### src/core/lbtc_pkg.sv
// Package of register codes, field layout and scaling constants for the bias compensation registers
package lbtc_pkg;

  // Command codes of the registers on the management bus
  localparam logic [7:0] CMD_BIAS_SETPOINT   = 8'h15;
  localparam logic [7:0] CMD_BIAS_LINEAR     = 8'h16;
  localparam logic [7:0] CMD_BIAS_QUADRATIC  = 8'h17;

  // Field layout
  localparam int SETPOINT_W      = 10;
  localparam int SETPOINT_LSB    = 0;
  localparam int RANGE_W         = 2;
  localparam int RANGE_LSB       = 10;
  localparam int COEFF_W         = 8;
  localparam int COEFF_LSB       = 0;
  localparam int REG_W           = 16;

  // Reset values
  localparam logic [SETPOINT_W-1:0] SETPOINT_RST = 10'h000;
  localparam logic [RANGE_W-1:0]    RANGE_RST    = 2'h0;
  localparam logic [COEFF_W-1:0]    COEFF_RST    = 8'h00;
  localparam logic [REG_W-1:0]      RDATA_RST    = 16'h0000;

  // Compensation arithmetic: one unit is 2^-18
  localparam int                 TERM_W     = 26;
  localparam int                 PROD_W     = 37;
  localparam int                 FRAC_BITS  = 18;
  localparam int                 LIN_SHIFT  = 5;
  localparam logic signed [25:0] COMP_ONE   = 26'sh0040000;
  localparam logic signed [36:0] SP_MAX     = 37'sh000000003FF;
  localparam logic signed [36:0] SP_MIN     = 37'sh00000000000;

  // Nominal bias current in microamps: setpoint / 1024 * (range + 1) * 9 mA
  localparam int                 SP_SCALE_BITS = 10;
  localparam logic [13:0]        FULL_SCALE_UA = 14'h2328;
  localparam int                 UA_W          = 16;

endpackage : lbtc_pkg

### src/core/lbtc_comp_if.sv
// Interface between the register bank and the compensation datapath
`timescale 1ns/1ps
interface lbtc_comp_if;
  import lbtc_pkg::*;

  logic        [SETPOINT_W-1:0] setpoint;
  logic signed [COEFF_W-1:0]    lin_coeff;
  logic signed [COEFF_W-1:0]    quad_coeff;
  logic signed [COEFF_W-1:0]    temp_offset;
  logic                         apc_sel;
  logic        [SETPOINT_W-1:0] result;
  logic                         result_apc;

  modport bank (output setpoint, output lin_coeff, output quad_coeff, output temp_offset,
                output apc_sel, input result, input result_apc);
  modport comp (input setpoint, input lin_coeff, input quad_coeff, input temp_offset,
                input apc_sel, output result, output result_apc);
endinterface : lbtc_comp_if

### src/core/lbtc_comp.sv
// Two-stage temperature compensation of the nominal setpoint
`timescale 1ns/1ps
module lbtc_comp
  import lbtc_pkg::*;
(
  input  wire logic  clk_i,   // System clock
  input  wire logic  rst_n_i, // Synchronised reset, active low
  lbtc_comp_if.comp  cif      // Operands and result
);

  logic signed [15:0]       lin_p;
  logic signed [15:0]       sq_p;
  logic signed [23:0]       quad_p;
  logic signed [TERM_W-1:0] term_d;
  logic signed [TERM_W-1:0] term_q;
  logic        [SETPOINT_W-1:0] sp_q;
  logic                     apc_q;
  logic signed [PROD_W-1:0] prod;
  logic signed [PROD_W-1:0] scaled;
  logic        [SETPOINT_W-1:0] result_q;
  logic                     result_apc_q;

  // Coefficients are signed two's complement bytes [RULE5]
  assign lin_p  = cif.lin_coeff * cif.temp_offset;
  assign sq_p   = cif.temp_offset * cif.temp_offset;
  assign quad_p = cif.quad_coeff * sq_p;

  // One plus linear at 2^-13 plus quadratic at 2^-18, in 2^-18 units [RULE6] [RULE7] [RULE11]
  assign term_d = COMP_ONE + (TERM_W'(lin_p) <<< LIN_SHIFT) + TERM_W'(quad_p);

  always_ff @(posedge clk_i or negedge rst_n_i) begin
    if (!rst_n_i) begin
      term_q <= COMP_ONE;
      sp_q   <= SETPOINT_RST;
      apc_q  <= 1'b0;
    end else begin
      term_q <= term_d;
      sp_q   <= cif.setpoint;
      apc_q  <= cif.apc_sel;
    end
  end

  // Setpoint taken as unsigned, zero extended [RULE1]
  assign prod   = $signed({1'b0, sp_q}) * term_q;
  assign scaled = prod >>> FRAC_BITS;

  always_ff @(posedge clk_i or negedge rst_n_i) begin
    if (!rst_n_i) begin
      result_q     <= SETPOINT_RST;
      result_apc_q <= 1'b0;
    end else begin
      if (scaled < SP_MIN) begin
        result_q <= SETPOINT_RST;
      end else if (scaled > SP_MAX) begin
        result_q <= SP_MAX[SETPOINT_W-1:0];
      end else begin
        result_q <= scaled[SETPOINT_W-1:0];
      end
      result_apc_q <= apc_q;
    end
  end

  assign cif.result     = result_q;
  assign cif.result_apc = result_apc_q;

endmodule : lbtc_comp

### src/core/lbtc_regs.sv
// Bias setpoint and temperature coefficient register bank with compensated targets
`timescale 1ns/1ps
// Function
// RULE1 - Setpoint is an unsigned ten-bit integer with no sign.
// RULE2 - Setpoint and coefficients mean bias current or monitor current per loop select.
// RULE3 - Constant current: bias equals setpoint/1024 times (range+1) times 9 mA.
// RULE4 - Loop select set: setpoint is monitor diode target, scaled by monitor range.
// RULE5 - Each coefficient is a signed byte, -128 to 127, in low register byte.
// RULE6 - Constant current: linear coefficient weighs 2^-13 per degree on bias.
// RULE7 - Constant current: quadratic coefficient weighs 2^-18 per degree squared on bias.
// RULE8 - Power control: linear coefficient acts on monitor diode target.
// RULE9 - Power control: quadratic coefficient acts on monitor diode target.
// RULE10 - Full ten-bit setpoint, bits 9 to 0, applies at reference temperature.
// RULE11 - Compensated value is setpoint times (1 + c1*dT + c2*dT^2).
module lbtc_regs
  import lbtc_pkg::*;
(
  input  wire logic                    clk_i,             // System clock, 100 MHz
  input  wire logic                    rst_n_i,           // Asynchronous reset, active low
  input  wire logic [7:0]              cmd_i,             // Register command code
  input  wire logic                    wr_i,              // Write strobe
  input  wire logic [REG_W-1:0]        wdata_i,           // Write data
  input  wire logic                    rd_i,              // Read strobe
  input  wire logic                    apc_sel_i,         // Loop select: 1 power control, 0 constant current
  input  wire logic signed [7:0]       temp_offset_i,     // Temperature minus reference, degrees
  output logic [REG_W-1:0]             rdata_o,           // Read data, held until next read
  output logic                         rvalid_o,          // Read data valid pulse
  output logic [SETPOINT_W-1:0]        bias_target_o,     // Compensated bias setting
  output logic [SETPOINT_W-1:0]        monitor_target_o,  // Compensated monitor diode setting
  output logic [RANGE_W-1:0]           range_o,           // Source or monitor range select
  output logic [UA_W-1:0]              bias_nominal_ua_o, // Nominal bias current in uA
  output logic                         apc_active_o       // Power control loop active
);

  logic                    rst_meta_q;
  logic                    rst_sync_q;
  logic [SETPOINT_W-1:0]   setpoint_q;
  logic [RANGE_W-1:0]      range_q;
  logic [COEFF_W-1:0]      lin_q;
  logic [COEFF_W-1:0]      quad_q;
  logic [REG_W-1:0]        rdata_d;
  logic [REG_W-1:0]        rdata_q;
  logic                    rvalid_q;
  logic [SETPOINT_W-1:0]   bias_q;
  logic [SETPOINT_W-1:0]   mon_q;
  logic [RANGE_W-1:0]      range_out_q;
  logic [UA_W-1:0]         ua_q;
  logic                    apc_q;
  logic [11:0]             sp_range;
  logic [25:0]             ua_full;

  lbtc_comp_if cif ();

  // Reset release through two flops
  always_ff @(posedge clk_i or negedge rst_n_i) begin
    if (!rst_n_i) begin
      rst_meta_q <= 1'b0;
      rst_sync_q <= 1'b0;
    end else begin
      rst_meta_q <= 1'b1;
      rst_sync_q <= rst_meta_q;
    end
  end

  // Register writes
  always_ff @(posedge clk_i or negedge rst_sync_q) begin
    if (!rst_sync_q) begin
      setpoint_q <= SETPOINT_RST;
      range_q    <= RANGE_RST;
      lin_q      <= COEFF_RST;
      quad_q     <= COEFF_RST;
    end else if (wr_i) begin
      case (cmd_i)
        CMD_BIAS_SETPOINT: begin
          setpoint_q <= wdata_i[SETPOINT_LSB +: SETPOINT_W]; // [RULE10]
          range_q    <= wdata_i[RANGE_LSB +: RANGE_W];
        end
        CMD_BIAS_LINEAR: begin
          lin_q <= wdata_i[COEFF_LSB +: COEFF_W]; // [RULE5]
        end
        CMD_BIAS_QUADRATIC: begin
          quad_q <= wdata_i[COEFF_LSB +: COEFF_W]; // [RULE5]
        end
        default: begin
        end
      endcase
    end
  end

  // Read mux, reserved bits and unknown codes read zero
  always_comb begin
    rdata_d = RDATA_RST;
    case (cmd_i)
      CMD_BIAS_SETPOINT: begin
        rdata_d[SETPOINT_LSB +: SETPOINT_W] = setpoint_q;
        rdata_d[RANGE_LSB +: RANGE_W]       = range_q;
      end
      CMD_BIAS_LINEAR: begin
        rdata_d[COEFF_LSB +: COEFF_W] = lin_q;
      end
      CMD_BIAS_QUADRATIC: begin
        rdata_d[COEFF_LSB +: COEFF_W] = quad_q;
      end
      default: begin
        rdata_d = RDATA_RST;
      end
    endcase
  end

  always_ff @(posedge clk_i or negedge rst_sync_q) begin
    if (!rst_sync_q) begin
      rdata_q  <= RDATA_RST;
      rvalid_q <= 1'b0;
    end else begin
      rvalid_q <= rd_i;
      if (rd_i) begin
        rdata_q <= rdata_d;
      end
    end
  end

  // Same coefficients serve either loop [RULE2] [RULE8] [RULE9]
  assign cif.setpoint    = setpoint_q;
  assign cif.lin_coeff   = $signed(lin_q);
  assign cif.quad_coeff  = $signed(quad_q);
  assign cif.temp_offset = temp_offset_i;
  assign cif.apc_sel     = apc_sel_i;

  lbtc_comp u_comp (
    .clk_i   (clk_i),
    .rst_n_i (rst_sync_q),
    .cif     (cif)
  );

  // Nominal current at reference temperature, unsigned setpoint [RULE1] [RULE3]
  assign sp_range = {2'h0, setpoint_q} * ({10'h000, range_q} + 12'h001);
  assign ua_full  = {14'h0000, sp_range} * {12'h000, FULL_SCALE_UA};

  // Steer compensated result to the selected loop
  always_ff @(posedge clk_i or negedge rst_sync_q) begin
    if (!rst_sync_q) begin
      bias_q      <= SETPOINT_RST;
      mon_q       <= SETPOINT_RST;
      range_out_q <= RANGE_RST;
      ua_q        <= '0;
      apc_q       <= 1'b0;
    end else begin
      apc_q       <= cif.result_apc;
      range_out_q <= range_q;
      if (cif.result_apc) begin
        mon_q  <= cif.result;          // [RULE4] [RULE8] [RULE9]
        bias_q <= SETPOINT_RST;
        ua_q   <= '0;
      end else begin
        bias_q <= cif.result;          // [RULE2] [RULE6] [RULE7]
        mon_q  <= SETPOINT_RST;
        ua_q   <= ua_full[SP_SCALE_BITS +: UA_W]; // [RULE3]
      end
    end
  end

  assign rdata_o           = rdata_q;
  assign rvalid_o          = rvalid_q;
  assign bias_target_o     = bias_q;
  assign monitor_target_o  = mon_q;
  assign range_o           = range_out_q;
  assign bias_nominal_ua_o = ua_q;
  assign apc_active_o      = apc_q;

endmodule : lbtc_regs

### config.mk
export PLATFORM = sky130hd
export DESIGN_NAME = lbtc_regs
export DESIGN_NICKNAME = d
export VERILOG_FILES = /design/src/core/lbtc_pkg.sv /design/src/core/lbtc_comp_if.sv /design/src/core/lbtc_comp.sv /design/src/core/lbtc_regs.sv
export SDC_FILE = /design/constraint.sdc
export NUM_CORES = 1
export LEC_CHECK = 0
export ABC_AREA = 1
export BUFFER_PORTS_ARGS = -buffer_cell sky130_fd_sc_hd__buf_2
export CORE_ASPECT_RATIO = 0.5
export CORE_MARGIN = 2
export CORE_UTILIZATION = 65
export CTS_BUF_LIST = sky130_fd_sc_hd__clkbuf_8
export CTS_CLUSTER_DIAMETER = 80
export CTS_CLUSTER_SIZE = 14
export DETAILED_ROUTE_END_ITERATION = 8
export PLACE_DENSITY = 0.81
export SLEW_MARGIN = 10
export SYNTH_ARGS = -nofsm -noshare
export SYNTH_HDL_FRONTEND = slang
export SYNTH_SLANG_ARGS = --single-unit
### constraint.sdc
create_clock -name clk_i -period 5.2 [get_ports clk_i]
set_clock_uncertainty 0.1 [all_clocks]
set_input_delay 1.04 -clock clk_i [delete_from_list [all_inputs] [get_ports clk_i]]
set_output_delay 1.04 -clock clk_i [all_outputs]
set_load 0.01 [all_outputs]
==> results of run 1 <==
[stage by stage]
step           instances  util (%)  hold WS (ps)  setup TNS, ps  worst slack [ps]
3_3_place_gp        4231      79.5           235         -67790             -3410
3_5_place_dp        4231      79.5           236         -75310             -3680
2_1_floorplan       3270         -           231         -55490             -3170
4_1_cts             4316      85.9           177         -57340             -2890
[per-layer routing]
| metal | GRT overflow | global-route usage (%) |
|---|---|---|
| met1 | 0 | 78.0 |
| met2 | 62 | 90.7 |
| met3 | 1 | 71.9 |
| met4 | 67 | 77.2 |
| met5 | 1 | 43.1 |
[repair_timing]
action,4_1_cts
hold buffers,0
gates resized for setup,407
setup endpoints to repair,44
gates cloned,5
endpoints found under the hold margin,0
pin swaps,159
buffers inserted,50
[logic make-up after synthesis]
group | after synthesis | share of synthesized area, %
xor gates and xnor gates | 88 | 2.98
DFF | 129 | 12.3
muxes | 3 | 0.129
and+or+nand+nor | 1062 | 16.5
adders and majority gates | 737 | 48.4
other | 2 | 0.0287
AOI/OAI and AO/OA | 247 | 5.17
buffers and inverters | 999 | 14.4
==> results.txt, run 1 <==
----------------------------------------------------
[Yosys]
  Top cell type by total area after synthesis ... fa_1
  Primary FF master, synth ... dfrtp_1
  Number of standard cells after synthesis ... 3,267
  Post-synthesis average cell area ... 8.01 um^2
  Flip-flop and latch count after synthesis ... 129
  Cell with the most instances after synthesis ... inv_1
  Part of the Yosys area used for sequential elements ... 12.3%
  Most used standard cells in the synthesized netlist ... inv_1 (882), nand2_1 (743), fa_1 (458), ha_1 (279), nor2_1 (170)
  Number of different library cells in the post-synthesis netlist ... 53
  Post-synthesis async set-or-reset flop share ... 100%
  Proportion of netlist area held by the largest area contributor ... 35.1%
  Synth warnings ... 0
  Most area-consuming cells after synthesis ... fa_1 (35%), ha_1 (13%), inv_1 (13%), dfrtp_1 (12%), nand2_1 (11%)
  Post-Syn Area ... 26,200 um^2
  Count of flip-flops with a built-in enable after synthesis ... 0

[Placed design]
  HPWL Detailed ... 56.5 mm
  DP Area ... 31,300 um^2
  PortBufs ... 84
  Final weighted congestion of routability-driven global placement ... 0.929

[Global routing]
  Initial antenna violation count ... 21
  Residual overflow from global routing ... 131
  Overall fraction of global-route tracks in use ... 79.1%
  Maximum number of pins on one net before global-route repair ... 83

[Status]
  Stopping stage ... global routing (5_1_grt)
  Run status ... stopped before the end
  Run-stopping error ... [ERROR GRT-0232] Routing congestion too high. Check the congestion heatmap in the GUI.

[Clock network]
  Inserted Clock Buffers ... 17
  Number of H-tree branching levels ... 4
  CTS Buffer Depth ... 2
  Master cell of the clock root buffer ... clkbuf_8
  CTS Sinks ... 129

[Die]
  Die boundary height ... 146 um
  Horizontal die dimension ... 288 um
  Starting density of the core ... 66.5%
  Top-Level Pins ... 93
  Number of placement rows ... 51

[Timing]
  Pin category terminating the worst setup path after the last repair ... register data pin
  Worst_ep grt ... u_comp.term_q[22]$_DFF_PN0_/D

----------------------------------------------------
==> inputs of run 2 (changes only) <==
--- a/config.mk
+++ b/config.mk
@@ -7,14 +7,10 @@
 export LEC_CHECK = 0
 export ABC_AREA = 1
 export BUFFER_PORTS_ARGS = -buffer_cell sky130_fd_sc_hd__buf_2
-export CORE_ASPECT_RATIO = 0.5
 export CORE_MARGIN = 2
-export CORE_UTILIZATION = 65
-export CTS_BUF_LIST = sky130_fd_sc_hd__clkbuf_8
-export CTS_CLUSTER_DIAMETER = 80
-export CTS_CLUSTER_SIZE = 14
+export CORE_UTILIZATION = 40
 export DETAILED_ROUTE_END_ITERATION = 8
-export PLACE_DENSITY = 0.81
+export PLACE_DENSITY_LB_ADDON = 0.15
 export SLEW_MARGIN = 10
 export SYNTH_ARGS = -nofsm -noshare
 export SYNTH_HDL_FRONTEND = slang
==> run 2 against run 1 <==
Net effect: the flow now finishes, with violations (negative setup slack); synthesized cell count did not move; synthesized area is the same.
==> results.txt, run 2 <==
----------------------------------------------------
[Die]
  Top-Level Pins ... 93 (unchanged)
  Core area ... 64,600 um^2
  Starting density of the core ... 40.5% (was 66.5%)
  Number of placement rows ... 93 (was 51)
  Die boundary height ... 260 um (was 146 um)
  Area of the die ... 67,500 um^2
  Horizontal die dimension ... 260 um (was 288 um)

[Placed design]
  Final weighted congestion of routability-driven global placement ... 0.894 (was 0.929)
  Setup slack after placement ... -3620 ps (was -3680 ps)
  HPWL Detailed ... 58.7 mm (was 56.5 mm)
  PortBufs ... 84 (unchanged)

[Clock network]
  Number of H-tree branching levels ... 4 (unchanged)
  CTS Buffer Depth ... 2 (unchanged)
  Master cell of the clock root buffer ... clkbuf_16 (was clkbuf_8)
  Inserted Clock Buffers ... 17 (unchanged)
  Hold buffers post-CTS ... 0 (unchanged)
  Clock tree from TritonCTS ... done
  Clk pin slew, worst setup/hold paths ... 70 ps
  CTS Sinks ... 129 (unchanged)
  Insertion delay of the later-clocked pin in the worst-skew pair ... 480 ps

[Yosys]
  Part of the Yosys area used for sequential elements ... 12.3% (unchanged)
  Post-Syn Area ... 26,200 um^2 (unchanged)
  Proportion of netlist area held by the largest area contributor ... 35.1% (unchanged)
  Number of different library cells in the post-synthesis netlist ... 53 (unchanged)
  Cell with the most instances after synthesis ... inv_1 (unchanged)
  Primary FF master, synth ... dfrtp_1 (unchanged)
  Most area-consuming cells after synthesis ... fa_1 (35%), ha_1 (13%), inv_1 (13%), dfrtp_1 (12%), nand2_1 (11%) (unchanged)
  Most used standard cells in the synthesized netlist ... inv_1 (882), nand2_1 (743), fa_1 (458), ha_1 (279), nor2_1 (170) (unchanged)
  Synth warnings ... 0 (unchanged)
  Count of flip-flops with a built-in enable after synthesis ... 0 (unchanged)
  Post-synthesis average cell area ... 8.01 um^2 (unchanged)
  Flip-flop and latch count after synthesis ... 129 (unchanged)
  Number of standard cells after synthesis ... 3,267 (unchanged)
  Post-synthesis async set-or-reset flop share ... 100% (unchanged)
  Top cell type by total area after synthesis ... fa_1 (unchanged)

[Worst hold path]
  Worst hold path type ... primary input to asynchronous set/reset pin

[Setup path]
  Worst-path fanout max ... 7
  Type of the worst setup path ... primary input to flip-flop
  Slowest-stage cell, CP ... fa_1
  Reg2Reg Launch Point ... cif.lin_coeff[3]
  Most used cell along the critical path ... fa_1
  Launch point of the worst path ... temp_offset_i[7]
  Critical path data required time ... 5490 ps
  Critical path's largest stage delay ... 550 ps
  Critical path capture point type ... flip-flop
  Critical Path AT ... 8470 ps
  Worst setup SP type ... primary input

[Timing]
  Time the worst path needs with I/O delays and setup ... 8180 ps
  Final Hold Viols ... 0
  Worst slew pin tran ... 956 ps
  Portion of the clock cycle consumed by the worst path in the final layout ... 157%
  Worst slew margin relative to its limit ... 36.1%
  Setup repair after global routing missed its margin ... yes
  Final-report max-slew violation count ... 0
  Hold slack ... 236 ps
  Setup TNS ... -59,440 ps
  PnR worst setup slack ... -2980 ps
  Max Fclk ... 122 MHz
  Final setup viols ... 43

[Power]
  Pwr Density ... 411 nW/um^2
  Largest voltage drop on the vdd net ... 766 uV
  Leakage power summed over all cells ... 18.8 nW

[Global routing]
  Vias in the first global route ... 24,300
  Overall fraction of global-route tracks in use ... 22.0%
  Residual overflow from global routing ... 0
  Initial antenna violation count ... 0
  First-pass GRT wire length ... 119 mm
  Maximum number of pins on one net before global-route repair ... 56

[Status]
  Run status ... finished, violations left (was stopped before the end)
  Failing checks ... negative setup slack

[Job]
  Number of violations of the max-capacitance limit ... 0

[Cells and area]
  Ratio of cells with drive above 1 in the final layout ... 31.9%
  Most common cell after layout, fill and taps aside ... inv_1
  Area delta synth->final ... 35.5%
  Antenna cells ... 0
  Top library cells by usage in the layout, fill and taps aside ... inv_1 (798), nand2_1 (637), buf_4 (479)
  Largest register by flop count ... u_comp.term_q
  Flip-flop count of the largest register, all copies and words added ... 25
  Nets ... 4,587

[Route]
  Count of vias placed by the detailed router ... 22,100
  Number of iterations in the first detailed-routing pass ... 8
  Final WL ... 70.2 mm
  DRC violation count after routing ... 0
  Via density per instance ... 4.72
  Drt wl/cell ... 15.0 um
  Detail Route Antenna Nets ... 0
  DRC marker count from the first detailed-route iteration ... 1,066

----------------------------------------------------
run 2: cell counts after synthesis:
No cell type changed its count.
run 2: final cells by class:
cell class                 instances  area (um^2)
clock buffer                      17          425
inverter                         891         3360
timing repair buffer             629         5070
multi-input combinational       2145        22100
sequential                       129         3240
fill                            5972        29100
clock inverter                    15          165
tap                              855         1070
run 2: per-stage QoR:
stage | cell area [um^2] | cells | total power [mW] | util (%)
4_1_cts | 34300 | 4653 | 13.7 | 53.1
2_1_floorplan | 27200 | 3270 | 7.32 | -
5_1_grt | 35400 | 4681 | 15.9 | 54.9
6_report | 35400 | 4681 | 14.6 | 54.9
3_5_place_dp | 31800 | 4573 | 10.9 | 49.3
3_3_place_gp | 31800 | 4573 | 10.8 | 49.3
run 2: path summary, 6_finish.rpt:
kind / endpoint / slack (ps) / cells after the start
setup / recovery: u_comp.term_q[22] / -2980 / 34
hold / removal: rst_sync_q / 240 / 1
setup reg to reg: u_comp.term_q[22] / -2620 / 34
hold reg to reg: rst_sync_q / 250 / 0
max in group asynchronous: u_comp.sp_q[6] / 3510 / 1
min in group clk_i: rst_sync_q / 250 / 0
run 2: what timing repair did:
item / CTS / global route
endpoints found under the setup margin: 45 / 45
gates resized for setup: 354 / 215
cloned: 3 / 2
setup buffers: 46 / 30
pin swaps: 213 / 156
run 2: critical path: cells and delay by family:
| family | cells | cell delay, ps |
|---|---|---|
| adder cells (fa/ha/maj) | 11 | 4810 |
| AND/OR/NAND/NOR | 12 | 1630 |
| buffers and inverters | 6 | 420 |
| XOR/XNOR | 2 | 320 |
| AO/OA/AOI/OAI | 3 | 240 |
run 2: metal layers:
metal	global-route usage, %	part of all wire, %	vias up
met2	39.7	51	351
met5	0	0	-
met1	28.5	44	11000
met4	4.55	1.5	0
li1	-	-	10700
met3	2.34	3.5	82
run 2: cell families (layout without fill, tap and decap cells):
group           Yosys count  count (layout)  synth area share [%]
mux                       3               3                 0.129
flops                   129             129                  12.3
simple gates           1062            1064                  16.5
xor+xnor                 88              89                  2.98
other cells               2               5                0.0287
compound gates          247             247                  5.17
fa+ha+maj               737             737                  48.4
buf+inv                 999            1552                  14.4
run 2: report_power, final:
group          internal [mW]  switching (mW)
Clock                  0.678           0.572
Sequential              1.24           0.275
Combinational           5.62            6.18
(Power assumes the default switching activity.)
==> inputs of run 3 (changes only) <==
--- a/config.mk
+++ b/config.mk
@@ -11,6 +11,7 @@
 export CORE_UTILIZATION = 40
 export DETAILED_ROUTE_END_ITERATION = 8
 export PLACE_DENSITY_LB_ADDON = 0.15
+export RECOVER_POWER = 100
 export SLEW_MARGIN = 10
 export SYNTH_ARGS = -nofsm -noshare
 export SYNTH_HDL_FRONTEND = slang
==> run 3 against run 2 <==
Net effect: clock power barely moved; die area is the same; critical path depth unchanged; maximum frequency barely moved; critical path type unchanged; the flow finishes with violations (max-capacitance violations, max-slew violations, negative setup slack).
==> results.txt, run 3 (synthesized netlist as in run 2, its figures left out) <==
----------------------------------------------------
[Status]
  Run status ... finished, violations left (unchanged)
  Failing checks ... max-capacitance violations, max-slew violations, negative setup slack (was negative setup slack)

[Clock network]
  Clock tree from TritonCTS ... done (unchanged)
  Insertion delay of the later-clocked pin in the worst-skew pair ... 480 ps (about the same)
  Hold buffers post-CTS ... 0 (unchanged)
  Inserted Clock Buffers ... 17 (unchanged)
  CTS Buffer Depth ... 2 (unchanged)
  Clk pin slew, worst setup/hold paths ... 70 ps (about the same)
  Master cell of the clock root buffer ... clkbuf_16 (unchanged)
  CTS Sinks ... 129 (unchanged)
  Number of H-tree branching levels ... 4 (unchanged)

[Cells and area]
  Antenna cells ... 0 (unchanged)
  Layout fillers ... 6,023 (was 5,972)
  Most common cell after layout, fill and taps aside ... inv_1 (unchanged)
  Flip-flop count of the largest register, all copies and words added ... 25 (unchanged)
  Largest register by flop count ... u_comp.term_q (unchanged)
  Ratio of cells with drive above 1 in the final layout ... 30.0% (was 31.9%)
  Area delta synth->final ... 34.9% (was 35.5%)
  Final design utilization ... 54.6% (was 54.9%)
  Top library cells by usage in the layout, fill and taps aside ... inv_1 (799), nand2_1 (637), buf_4 (463) (was inv_1 (798), nand2_1 (637), buf_4 (479))
  Nets ... 4,587 (unchanged)

[Global routing]
  Initial antenna violation count ... 0 (unchanged)
  Overall fraction of global-route tracks in use ... 22.0% (unchanged)
  Vias in the first global route ... 24,300 (unchanged)
  Maximum number of pins on one net before global-route repair ... 56 (unchanged)
  First-pass GRT wire length ... 119 mm (unchanged)
  Residual overflow from global routing ... 0 (unchanged)

[Route]
  Final WL ... 70.3 mm (was 70.2 mm)
  Drt wl/cell ... 15.0 um (about the same)
  Number of iterations in the first detailed-routing pass ... 6 (was 8)
  Count of vias placed by the detailed router ... 22,100 (about the same)
  DRC violation count after routing ... 0 (unchanged)
  Via density per instance ... 4.72 (about the same)
  DRC marker count from the first detailed-route iteration ... 1,084 (was 1,066)
  Detail Route Antenna Nets ... 0 (unchanged)

[Timing]
  Final-report max-slew violation count ... 80 (was 0)
  Worst slew pin tran ... 2220 ps (was 956 ps)
  Setup repair after global routing missed its margin ... yes (unchanged)
  Worst slew margin relative to its limit ... -48.3% (was 36.1%)
  Portion of the clock cycle consumed by the worst path in the final layout ... 157% (about the same)
  Time the worst path needs with I/O delays and setup ... 8180 ps (about the same)
  Max Fclk ... 122 MHz (about the same)
  PnR worst setup slack ... -2980 ps (about the same)
  Final Hold Viols ... 0 (unchanged)
  Final setup viols ... 43 (unchanged)

[Setup path]
  Slowest-stage cell, CP ... fa_1 (unchanged)
  Number of cells traversed by the worst register-to-register path ... 34 (unchanged)
  Launch point of the worst path ... temp_offset_i[7] (unchanged)
  Critical path's largest stage delay ... 550 ps (about the same)
  Register-to-register setup slack ... -2610 ps (was -2620 ps)
  Type of the worst setup path ... primary input to flip-flop (unchanged)
  Destination of the critical timing path ... u_comp.term_q[22] (unchanged)
  Worst setup SP type ... primary input (unchanged)
  Critical path capture point type ... flip-flop (unchanged)
  Reg2Reg Launch Point ... cif.lin_coeff[3] (unchanged)
  Critical Path AT ... 8470 ps (about the same)
  Critical path data required time ... 5490 ps (about the same)
  Most used cell along the critical path ... fa_1 (unchanged)
  Critical R2R Capture ... u_comp.term_q[22] (unchanged)
  Worst-path fanout max ... 7 (unchanged)

[Job]
  Number of violations of the max-capacitance limit ... 2 (was 0)

[Placed design]
  HPWL Detailed ... 58.7 mm (unchanged)
  PortBufs ... 84 (unchanged)
  Final weighted congestion of routability-driven global placement ... 0.894 (unchanged)

[Power]
  Largest voltage drop on the vdd net ... 768 uV (was 766 uV)
  Total power after layout ... 14.6 mW (about the same)
  Pwr Density ... 413 nW/um^2 (was 411 nW/um^2)
  Leakage power summed over all cells ... 18.6 nW (was 18.8 nW)

[Die]
  Horizontal die dimension ... 260 um (unchanged)
  Die boundary height ... 260 um (unchanged)
  Core area ... 64,600 um^2 (unchanged)
  Top-Level Pins ... 93 (unchanged)
  Area of the die ... 67,500 um^2 (unchanged)
  Starting density of the core ... 40.5% (unchanged)
  Number of placement rows ... 93 (unchanged)

[Worst hold path]
  Worst hold path type ... primary input to asynchronous set/reset pin (unchanged)

----------------------------------------------------
==> run 3: changes by cell type in the layout (fill, tap and decap cells not counted), sizes merged <==
cell	change
clkbuf	+71
buf	-71
==> run 3: worst min-delay path by stage <==
stage | from | depth (start not counted) | to
final | rst_n_i | 1 | rst_meta_q
after global routing | rst_n_i | 1 | rst_meta_q
after CTS | rst_n_i | 1 | rst_meta_q
after detailed placement | rst_meta_q | 0 | rst_sync_q
after global placement | u_comp.apc_q | 0 | u_comp.cif.result_apc
after floorplan | rst_meta_q | 0 | rst_sync_q
==> run 3: per-layer routing <==
| layer | vias to the layer above | track usage (%) | share of wire, % |
|---|---|---|---|
| li1 | 10700 | - | - |
| met1 | 11000 | 28.5 | 44 |
| met2 | 333 | 39.7 | 51 |
| met3 | 84 | 2.34 | 3.3 |
| met4 | 0 | 4.55 | 1.7 |
| met5 | - | 0 | 0 |
==> run 3: cell type report <==
class                   instances  area (um^2)  share of cell area (%)
clock inverters                15          165                   0.468
flip-flops and latches        129         3240                    9.17
repair buffers                629         4940                    14.0
well taps                     855         1070                    3.03
inverters                     891         3360                    9.54
clock buffers                  17          425                    1.21
multi-input cells            2145        22100                    62.6
==> run 3: worst max-delay path, delay by kind of cell <==
kind	cells	cell delay, ps
adders and majority gates	11	4810
AOI/OAI and AO/OA	3	240
xor gates and xnor gates	2	320
buffers and inverters	6	420
and+or+nand+nor	12	1630
==> run 3: timing repair <==
item | CTS | global route
resized for setup | 354 | 215
endpoints found under the setup margin | 45 | 45
cloned | 3 | 2
endpoints found under the hold margin | 0 | 0
setup buffers | 46 | 30
pin swaps | 213 | 156
==> run 3: stage by stage <==
step / setup WS [ps] / hold slack (ps) / instance area (um^2) / instances / setup TNS (ps)
2_1_floorplan: -3170 / 231 / 27200 / 3270 / -55490
3_3_place_gp: -3530 / 239 / 31800 / 4573 / -75650
3_5_place_dp: -3620 / 240 / 31800 / 4573 / -77650
4_1_cts: -2940 / 201 / 34300 / 4653 / -57190
5_1_grt: -3250 / 222 / 35300 / 4681 / -71570
6_report: -2980 / 233 / 35300 / 4681 / -61200
==> run 3: power by group <==
group	switching, mW	leakage (nW)	internal (mW)
Combinational	6.19	16.6	5.60
Sequential	0.276	1.67	1.24
Clock	0.573	0.284	0.678
